<file path="src/verilog/drv_protect_regs.svh">
// register offsets, field positions and reset values of the output driver protection block
`ifndef DRV_PROTECT_REGS_SVH
`define DRV_PROTECT_REGS_SVH

// ----------------------------------------------------------------------------
// offsets (8-bit register index on the control port)
// ----------------------------------------------------------------------------
`define OFS_PAGE_SELECT      8'h00
`define OFS_FAULT_POLICY     8'h1e
`define OFS_HP_DRIVER_CTRL   8'h1f
`define OFS_SPK_AMP_CTRL     8'h20
`define OFS_IRQ_STATUS       8'h21
`define OFS_IRQ_MASK         8'h22

// ----------------------------------------------------------------------------
// field positions
// ----------------------------------------------------------------------------
`define BIT_LEFT_PWR         7
`define BIT_RIGHT_PWR        6
`define BIT_HP_RSVD_ZERO     5
`define FLD_CM_HI            4
`define FLD_CM_LO            3
`define BIT_HP_RSVD_ONE      2
`define BIT_HP_SHUTDOWN      1
`define BIT_SHORT_FLAG       0
`define BIT_POL_HP_KEEP      1
`define BIT_POL_SPK_KEEP     0
`define BIT_IRQ_HP_SHORT     0
`define BIT_IRQ_SPK_SHORT    1
`define BIT_IRQ_HP_TRIP      2
`define BIT_IRQ_SPK_TRIP     3

// ----------------------------------------------------------------------------
// reset values
// ----------------------------------------------------------------------------
`define RST_PAGE_SELECT      8'h00
`define RST_FAULT_POLICY     8'h00
`define RST_HP_DRIVER_CTRL   8'h04
`define RST_SPK_AMP_CTRL     8'h06
`define RST_IRQ_MASK         8'h00
`define PAGE_FOR_DRIVERS     8'h01

`endif

</file>
<file path="src/verilog/drv_protect_pkg.sv">
// types shared by the output driver protection block
package drv_protect_pkg;

  typedef logic [7:0] reg8_t;

  typedef enum logic [2:0] {
    PROT_IDLE  = 3'b001,
    PROT_LIMIT = 3'b010,
    PROT_TRIP  = 3'b100
  } prot_state_t;

endpackage

</file>
<file path="src/verilog/output_driver_protect_ctrl.sv">
// register bank for headphone and speaker driver power-up and short-circuit protection
`timescale 1ns/1ps
`include "drv_protect_regs.svh"

module output_driver_protect_ctrl
  import drv_protect_pkg::*;
(
  // clock and reset
  input  wire logic       clk,
  input  wire logic       rst_n,
  // register port
  input  wire logic [7:0] addr,
  input  wire logic [7:0] wdata,
  input  wire logic       wr_en,
  input  wire logic       rd_en,
  output logic      [7:0] rdata,
  // short-circuit detectors from the analog drivers
  input  wire logic       hp_short_pin,
  input  wire logic       spk_short_pin,
  // driver controls
  output logic            left_headphone_driver_en,
  output logic            right_headphone_driver_en,
  output logic            left_speaker_driver_en,
  output logic            right_speaker_driver_en,
  output logic      [1:0] hp_common_mode_sel,
  output logic            hp_current_limit,
  output logic      [7:0] page_sel,
  // interrupt
  output logic            irq
);

  // --------------------------------------------------------------------------
  // storage
  // --------------------------------------------------------------------------
  reg8_t       page_reg;
  reg8_t       policy_reg;
  reg8_t       hp_ctrl_reg;
  reg8_t       spk_ctrl_reg;
  reg8_t       irq_status_reg;
  reg8_t       irq_mask_reg;
  reg8_t       rdata_next;
  prot_state_t hp_state_reg;
  logic        hp_level;
  logic        hp_rise;
  logic        spk_level;
  logic        spk_rise;
  logic        driver_page;
  logic        wr_policy;
  logic        wr_hp;
  logic        wr_spk;
  logic        wr_mask;
  logic        rd_status;
  logic        hp_trip;
  logic        spk_trip;
  logic        spk_power_next;
  logic [1:0]  short_pin_vec;
  logic [1:0]  short_level_vec;
  logic [1:0]  short_rise_vec;

  // --------------------------------------------------------------------------
  // detector synchronisers
  // --------------------------------------------------------------------------
  // index 0 headphone, index 1 speaker; one synchroniser per detector
  assign short_pin_vec = {spk_short_pin, hp_short_pin};

  for (genvar i = 0; i < 2; i++) begin : g_short_sync
    short_detect_sync i_short_detect_sync (
      .clk         (clk),
      .rst_n       (rst_n),
      .short_pin   (short_pin_vec[i]),
      .short_level (short_level_vec[i]),
      .short_rise  (short_rise_vec[i])
    );
  end

  assign hp_level  = short_level_vec[0];
  assign hp_rise   = short_rise_vec[0];
  assign spk_level = short_level_vec[1];
  assign spk_rise  = short_rise_vec[1];

  // --------------------------------------------------------------------------
  // address decode
  // --------------------------------------------------------------------------
  // driver registers live on page 1; other pages are outside this block
  assign driver_page = (page_reg == `PAGE_FOR_DRIVERS);
  assign wr_policy   = wr_en & driver_page & (addr == `OFS_FAULT_POLICY);
  assign wr_hp       = wr_en & driver_page & (addr == `OFS_HP_DRIVER_CTRL);
  assign wr_spk      = wr_en & driver_page & (addr == `OFS_SPK_AMP_CTRL);
  assign wr_mask     = wr_en & driver_page & (addr == `OFS_IRQ_MASK);
  assign rd_status   = rd_en & driver_page & (addr == `OFS_IRQ_STATUS);

  // power state after this edge, so the flag never reads 1 beside cleared power bits
  always_comb begin
    spk_power_next = spk_ctrl_reg[`BIT_LEFT_PWR] | spk_ctrl_reg[`BIT_RIGHT_PWR];
    if (wr_spk) begin
      spk_power_next = wdata[`BIT_LEFT_PWR] | wdata[`BIT_RIGHT_PWR];
    end
    if (spk_trip) begin
      spk_power_next = 1'b0;
    end
  end

  // shutdown policy: a trip fires only on a fresh detection, so a later
  // software re-enable is not immediately undone by a lingering level
  assign hp_trip  = hp_rise & hp_ctrl_reg[`BIT_HP_SHUTDOWN]
                  & ~policy_reg[`BIT_POL_HP_KEEP];
  assign spk_trip = spk_rise & ~policy_reg[`BIT_POL_SPK_KEEP];

  // --------------------------------------------------------------------------
  // page select
  // --------------------------------------------------------------------------
  // page register answers on every page, as offset 0
  always_ff @(posedge clk or negedge rst_n) begin
    if (!rst_n) begin
      page_reg <= `RST_PAGE_SELECT;
    end else if (wr_en && addr == `OFS_PAGE_SELECT) begin
      page_reg <= wdata;
    end
  end

  // --------------------------------------------------------------------------
  // fault policy
  // --------------------------------------------------------------------------
  always_ff @(posedge clk or negedge rst_n) begin
    if (!rst_n) begin
      policy_reg <= `RST_FAULT_POLICY;
    end else if (wr_policy) begin
      policy_reg <= wdata;
    end
  end

  // --------------------------------------------------------------------------
  // headphone driver control
  // --------------------------------------------------------------------------
  always_ff @(posedge clk or negedge rst_n) begin
    if (!rst_n) begin
      hp_ctrl_reg <= `RST_HP_DRIVER_CTRL;
    end else begin
      if (wr_hp) begin
        // bits 7:1 stored as written; host keeps 5 low and 2 high
        hp_ctrl_reg[7:1] <= wdata[7:1];
      end
      // trip wins over a same-cycle write of the power bits
      if (hp_trip) begin
        hp_ctrl_reg[`BIT_LEFT_PWR]  <= 1'b0;
        hp_ctrl_reg[`BIT_RIGHT_PWR] <= 1'b0;
      end
      hp_ctrl_reg[`BIT_SHORT_FLAG] <= hp_level;
    end
  end

  // --------------------------------------------------------------------------
  // speaker amplifier control
  // --------------------------------------------------------------------------
  always_ff @(posedge clk or negedge rst_n) begin
    if (!rst_n) begin
      spk_ctrl_reg <= `RST_SPK_AMP_CTRL;
    end else begin
      if (wr_spk) begin
        spk_ctrl_reg[7:1] <= wdata[7:1];
      end
      if (spk_trip) begin
        spk_ctrl_reg[`BIT_LEFT_PWR]  <= 1'b0;
        spk_ctrl_reg[`BIT_RIGHT_PWR] <= 1'b0;
      end
      // flag only carries meaning with the amplifier up
      spk_ctrl_reg[`BIT_SHORT_FLAG] <= spk_level & spk_power_next;
    end
  end

  // --------------------------------------------------------------------------
  // headphone protection state
  // --------------------------------------------------------------------------
  always_ff @(posedge clk or negedge rst_n) begin
    if (!rst_n) begin
      hp_state_reg <= PROT_IDLE;
    end else begin
      case (hp_state_reg)
        PROT_IDLE: begin
          if (hp_trip) begin
            hp_state_reg <= PROT_TRIP;
          end else if (hp_level && !hp_ctrl_reg[`BIT_HP_SHUTDOWN]) begin
            hp_state_reg <= PROT_LIMIT;
          end
        end
        PROT_LIMIT: begin
          if (hp_trip) begin
            hp_state_reg <= PROT_TRIP;
          end else if (!hp_level || hp_ctrl_reg[`BIT_HP_SHUTDOWN]) begin
            hp_state_reg <= PROT_IDLE;
          end
        end
        PROT_TRIP: begin
          // driver stays off until software raises a power bit again
          if (wr_hp && (wdata[`BIT_LEFT_PWR] || wdata[`BIT_RIGHT_PWR])) begin
            hp_state_reg <= PROT_IDLE;
          end
        end
        default: begin
          hp_state_reg <= PROT_IDLE;
        end
      endcase
    end
  end

  // --------------------------------------------------------------------------
  // driver outputs
  // --------------------------------------------------------------------------
  always_ff @(posedge clk or negedge rst_n) begin
    if (!rst_n) begin
      left_headphone_driver_en  <= 1'b0;
      right_headphone_driver_en <= 1'b0;
      left_speaker_driver_en    <= 1'b0;
      right_speaker_driver_en   <= 1'b0;
      hp_common_mode_sel        <= 2'h0;
      hp_current_limit          <= 1'b0;
      page_sel                  <= `RST_PAGE_SELECT;
    end else begin
      left_headphone_driver_en  <= hp_ctrl_reg[`BIT_LEFT_PWR];
      right_headphone_driver_en <= hp_ctrl_reg[`BIT_RIGHT_PWR];
      left_speaker_driver_en    <= spk_ctrl_reg[`BIT_LEFT_PWR];
      right_speaker_driver_en   <= spk_ctrl_reg[`BIT_RIGHT_PWR];
      hp_common_mode_sel        <= hp_ctrl_reg[`FLD_CM_HI:`FLD_CM_LO];
      hp_current_limit          <= (hp_state_reg == PROT_LIMIT);
      page_sel                  <= page_reg;
    end
  end

  // --------------------------------------------------------------------------
  // interrupts
  // --------------------------------------------------------------------------
  // an event in the same cycle as the clearing read is kept
  always_ff @(posedge clk or negedge rst_n) begin
    if (!rst_n) begin
      irq_status_reg <= 8'h00;
    end else begin
      irq_status_reg <= (rd_status ? 8'h00 : irq_status_reg)
                      | {4'h0, spk_trip, hp_trip, spk_rise, hp_rise};
    end
  end

  always_ff @(posedge clk or negedge rst_n) begin
    if (!rst_n) begin
      irq_mask_reg <= `RST_IRQ_MASK;
    end else if (wr_mask) begin
      irq_mask_reg <= {4'h0, wdata[3:0]};
    end
  end

  always_ff @(posedge clk or negedge rst_n) begin
    if (!rst_n) begin
      irq <= 1'b0;
    end else begin
      irq <= |(irq_status_reg & irq_mask_reg);
    end
  end

  // --------------------------------------------------------------------------
  // read path
  // --------------------------------------------------------------------------
  always_comb begin
    rdata_next = 8'h00;
    if (addr == `OFS_PAGE_SELECT) begin
      rdata_next = page_reg;
    end else if (driver_page) begin
      case (addr)
        `OFS_FAULT_POLICY:   rdata_next = policy_reg;
        `OFS_HP_DRIVER_CTRL: rdata_next = hp_ctrl_reg;
        `OFS_SPK_AMP_CTRL:   rdata_next = spk_ctrl_reg;
        `OFS_IRQ_STATUS:     rdata_next = irq_status_reg;
        `OFS_IRQ_MASK:       rdata_next = irq_mask_reg;
        default:             rdata_next = 8'h00;
      endcase
    end
  end

  always_ff @(posedge clk or negedge rst_n) begin
    if (!rst_n) begin
      rdata <= 8'h00;
    end else if (rd_en) begin
      rdata <= rdata_next;
    end else begin
      rdata <= 8'h00;
    end
  end

endmodule // output_driver_protect_ctrl

</file>
<file path="src/verilog/short_detect_sync.sv">
// two-stage synchroniser and rising-edge detect for one short-circuit detector
`timescale 1ns/1ps

module short_detect_sync (
  // clock and reset
  input  wire logic clk,
  input  wire logic rst_n,
  // detector pin
  input  wire logic short_pin,
  // synchronised level and onset pulse
  output logic      short_level,
  output logic      short_rise
);

  logic meta_reg;
  logic sync_reg;
  logic last_reg;

  always_ff @(posedge clk or negedge rst_n) begin
    if (!rst_n) begin
      meta_reg <= 1'b0;
      sync_reg <= 1'b0;
      last_reg <= 1'b0;
    end else begin
      meta_reg <= short_pin;
      sync_reg <= meta_reg;
      last_reg <= sync_reg;
    end
  end

  assign short_level = sync_reg;
  assign short_rise  = sync_reg & ~last_reg;

endmodule // short_detect_sync
</file>
<file path="config.mk">
export PLATFORM = sky130hd
export DESIGN_NAME = output_driver_protect_ctrl
export DESIGN_NICKNAME = d
export VERILOG_FILES = /design/src/verilog/drv_protect_pkg.sv /design/src/verilog/output_driver_protect_ctrl.sv /design/src/verilog/short_detect_sync.sv
export VERILOG_INCLUDE_DIRS = /design/src /design/src/verilog
export SDC_FILE = /design/constraint.sdc
export NUM_CORES = 1
export LEC_CHECK = 0
export BUFFER_PORTS_ARGS = -buffer_cell sky130_fd_sc_hd__clkbuf_2
export CAP_MARGIN = 25
export CORE_ASPECT_RATIO = 0.6
export CORE_MARGIN = 8
export CORE_UTILIZATION = 30
export DETAILED_ROUTE_END_ITERATION = 12
export SKIP_CTS_REPAIR_TIMING = 1
export SYNTH_ARGS = -nofsm -noshare
export SYNTH_HDL_FRONTEND = slang
export SYNTH_SLANG_ARGS = --single-unit
</file>
<file path="constraint.sdc">
create_clock -name clk -period 2.9 [get_ports clk]
set_clock_uncertainty 0.2 [all_clocks]
set_input_delay 0.58 -clock clk [delete_from_list [all_inputs] [get_ports clk]]
set_output_delay 0.58 -clock clk [all_outputs]
set_load 0.01 [all_outputs]
</file>
==> metrics.md <==
| Metric | Value |
|---|---|
| Outcome | `finished clean` |
| FP Rows | `28` |
| Clock period minus worst slack | `2430 ps` |
| Routability cong. | `0.803` |
| Count leader, synth | `dfrtp_1` |
| CP Max Fanout | `7` |
| Post-synthesis register bit count | `72` |
| Synth cell count leaders | `68 x dfrtp_1, 33 x mux2_2, 14 x nand2_1` |
| Arr. time, crit path | `approximately 2500 ps` |
| Synth top area share | `0.582` |
| Compound-gate portion of the synthesized area | `0.0877` |
| Dpl hpwl | `slightly above 5 mm` |
| Post-synthesis mux area share | `0.161` |
| Async set-or-reset flop fraction in the synthesized netlist | `1.00` |
| Highest clock rate | `approximately 400 MHz` |
| GR Util All Layers | `0.116` |
| Residual DRC | `0` |
| Final worst path period share | `0.838` |
| Crit Reg-Reg Endpoint | `hp_ctrl_reg[4]` |
| First DRT Iteration DRCs | `~120` |
| Worst R2R Path Depth | `4` |
| Fill cells | `940` |
| First-pass GRT wire length | `approximately 11 mm` |
| Worst-Margin Slew | `620 ps` |
| Simple-gate share of the synthesized area | `0.118` |
| Top cell type by total area after synthesis | `dfrtp_1` |
| Post-synth EDFFs | `0` |
| Peak supply drop | `between 200 and 300 uV` |
| Top FF cell, synth | `dfrtp_1` |
| Die Ht | `slightly above 90 um` |
| Area Overhead vs Synth | `24.6%` |
| Post-synthesis net count | `241` |
| # diodes | `0` |
| Relative slew slack | `0.587` |
| RSZ-0062 raised after global routing | `no` |
| Multi-input logic area | `around 1100 sq um` |
| Sequential fraction of the synthesis area | `0.618` |
| IO Pins | `46` |
| Via count | `between 1500 and 2000` |
| Max Root-Sink Buffers | `2` |
| Largest net degree at the start of global routing | `47` |
| Cell Area, Synth | `2930 sq um` |
| Leakage | `about 1.8 nW` |
| Post-DR wirelength/cell | `16.9 um` |
| Core Area | `9670 sq um` |
| Worst hold margin | `around 56 ps` |
| CTS buffer count | `9` |
| Top post-synthesis cells by area | `dfrtp_1 58%, mux2_2 13%, dfstp_2 3.6%` |
| Reg-to-reg startpoint | `page_reg[4]` |
| Flop2flop setup slack | `470 ps` |
| PD cells | `619 nW/um^2` |
| Post-Synthesis Cells | `between 200 and 250` |
| Synth warn | `0` |
| Pre-Repair DR Iteration Count | `4` |
| Post-Synth Adder-Cell Area | `0` |
| Largest family of logic cells by synthesized area | `multiplexers` |
| Setup crit start kind | `register` |
| Initial antenna violation count | `0` |
| CP Class | `register to register` |
| CP required | `about 3000 ps` |
| Root Buffer | `clkbuf_16` |
| Vias per inst | `around 4.7` |
| Final Max Tran Viols | `0` |
| Final count of hold timing violations | `0` |
| Post-synth cell types | `39` |
| Die ar. | `around 13000 sq um` |
| Mapped Avg Cell Area | `between 10 and 15 sq um` |
| Hold WC Path Type | `input pin to asynchronous set/reset pin` |
| CTS Sinks | `72` |
| DRT Wirelength | `6.99 mm` |
| Vias in the first global route | `2102` |
| Gr ovfl total | `0` |
| Chip Width | `about 140 um` |
| Final setup violation count | `0` |
| Initial Utilization | `0.303` |
| Clock slew at reported path FFs | `approximately 60 ps` |
| Final #Nets | `296` |
| Worst-skew pair later-pin latency | `330 ps` |
| IO Port Bufs | `45` |
| Post-detailed-route count of antenna-violating nets | `0` |
| Max-Cap Viols | `0` |
| CP endpoint kind | `register` |
| H-tree level count | `3` |
| Setup TNS Final | `0 ps` |
| Share of layout cells above drive strength 1 | `0.391` |
| CTS tree | `done` |
| Storage cell area | `1810 sq um` |
| Xor and xnor area share after synthesis | `0` |
[power by group]
part	switching (mW)	internal [mW]
sequential	0.0158	1.03
combinational	0.0720	0.0450
clock	0.405	0.687
[how the worst max path moves through the flow]
| stage | startpoint | to | slack, ps |
|---|---|---|---|
| 3_5_place_dp | addr[5] | policy_reg[5] | 300 |
| 2_1_floorplan | addr[5] | policy_reg[0] | 630 |
| 4_1_cts | page_reg[4] | policy_reg[4] | 490 |
| 5_1_grt | page_reg[4] | policy_reg[1] | 260 |
| 6_report | page_reg[4] | hp_ctrl_reg[4] | 470 |
| 3_3_place_gp | addr[5] | hp_ctrl_reg[1] | 360 |
[stage by stage]
step / instances / instance area, sq um / util / setup slack, ps / total power [mW]
6_report: 414 / 3640 / 0.377 / 469 / 2.26
5_1_grt: 414 / 3640 / 0.377 / 263 / 2.35
4_1_cts: 414 / 3640 / 0.377 / 486 / 2.29
3_5_place_dp: 398 / 3340 / 0.346 / 301 / 1.18
3_3_place_gp: 398 / 3340 / 0.346 / 359 / 1.18
2_1_floorplan: 219 / 2930 / - / 630 / 1.11
[per-layer routing]
| metal | track usage | share of wire | vias to the layer above |
|---|---|---|---|
| li1 | - | - | 906 |
| met1 | 0.161 | 0.49 | 974 |
| met2 | 0.150 | 0.40 | 56 |
| met3 | 0.0534 | 0.095 | 8 |
| met4 | 0.0522 | 0.010 | 0 |
| met5 | 0 | 0 | - |
[cells by family after synthesis]
family          count (synthesis)
simple gates                   57
flops                          72
mux                            43
compound gates                 36
buf+inv                        11
[final cells by class]
type | count | area share
Tap cell | 135 | 0.0464
Clock inverter | 5 | 0.0155
Sequential cell | 72 | 0.496
Multi-Input combinational cell | 136 | 0.295
Clock buffer | 11 | 0.0666
Inverter | 5 | 0.00515
Timing Repair Buffer | 50 | 0.0755
[placed cells by master, fill, tap and decap left out, types with 3 or more instances in the layout]
cell type and n:
nor4_1 3, a22o_1 7, dfstp_2 4, clkbuf_16 9, clkbuf_2 44, o2bb2ai_1 4
a21oi_1 5, nor3_4 3, nor2b_1 5, nand2b_1 4, nand3_1 3, dfrtp_1 68
buf_4 4, mux2_2 33, nand2_1 14, a22oi_1 3, nor2_1 9, mux2i_1 10
o21ai_0 8, o22ai_1 3, inv_1 5
[worst max-delay path, cell delays in order, from the launching register on]
cell and delay [ps]:
dfrtp_1 410, nor4_1 500, nand3_2 320, nor3_4 490, mux2_2 390
No activity file was read; power rests on OpenSTA's default activity.
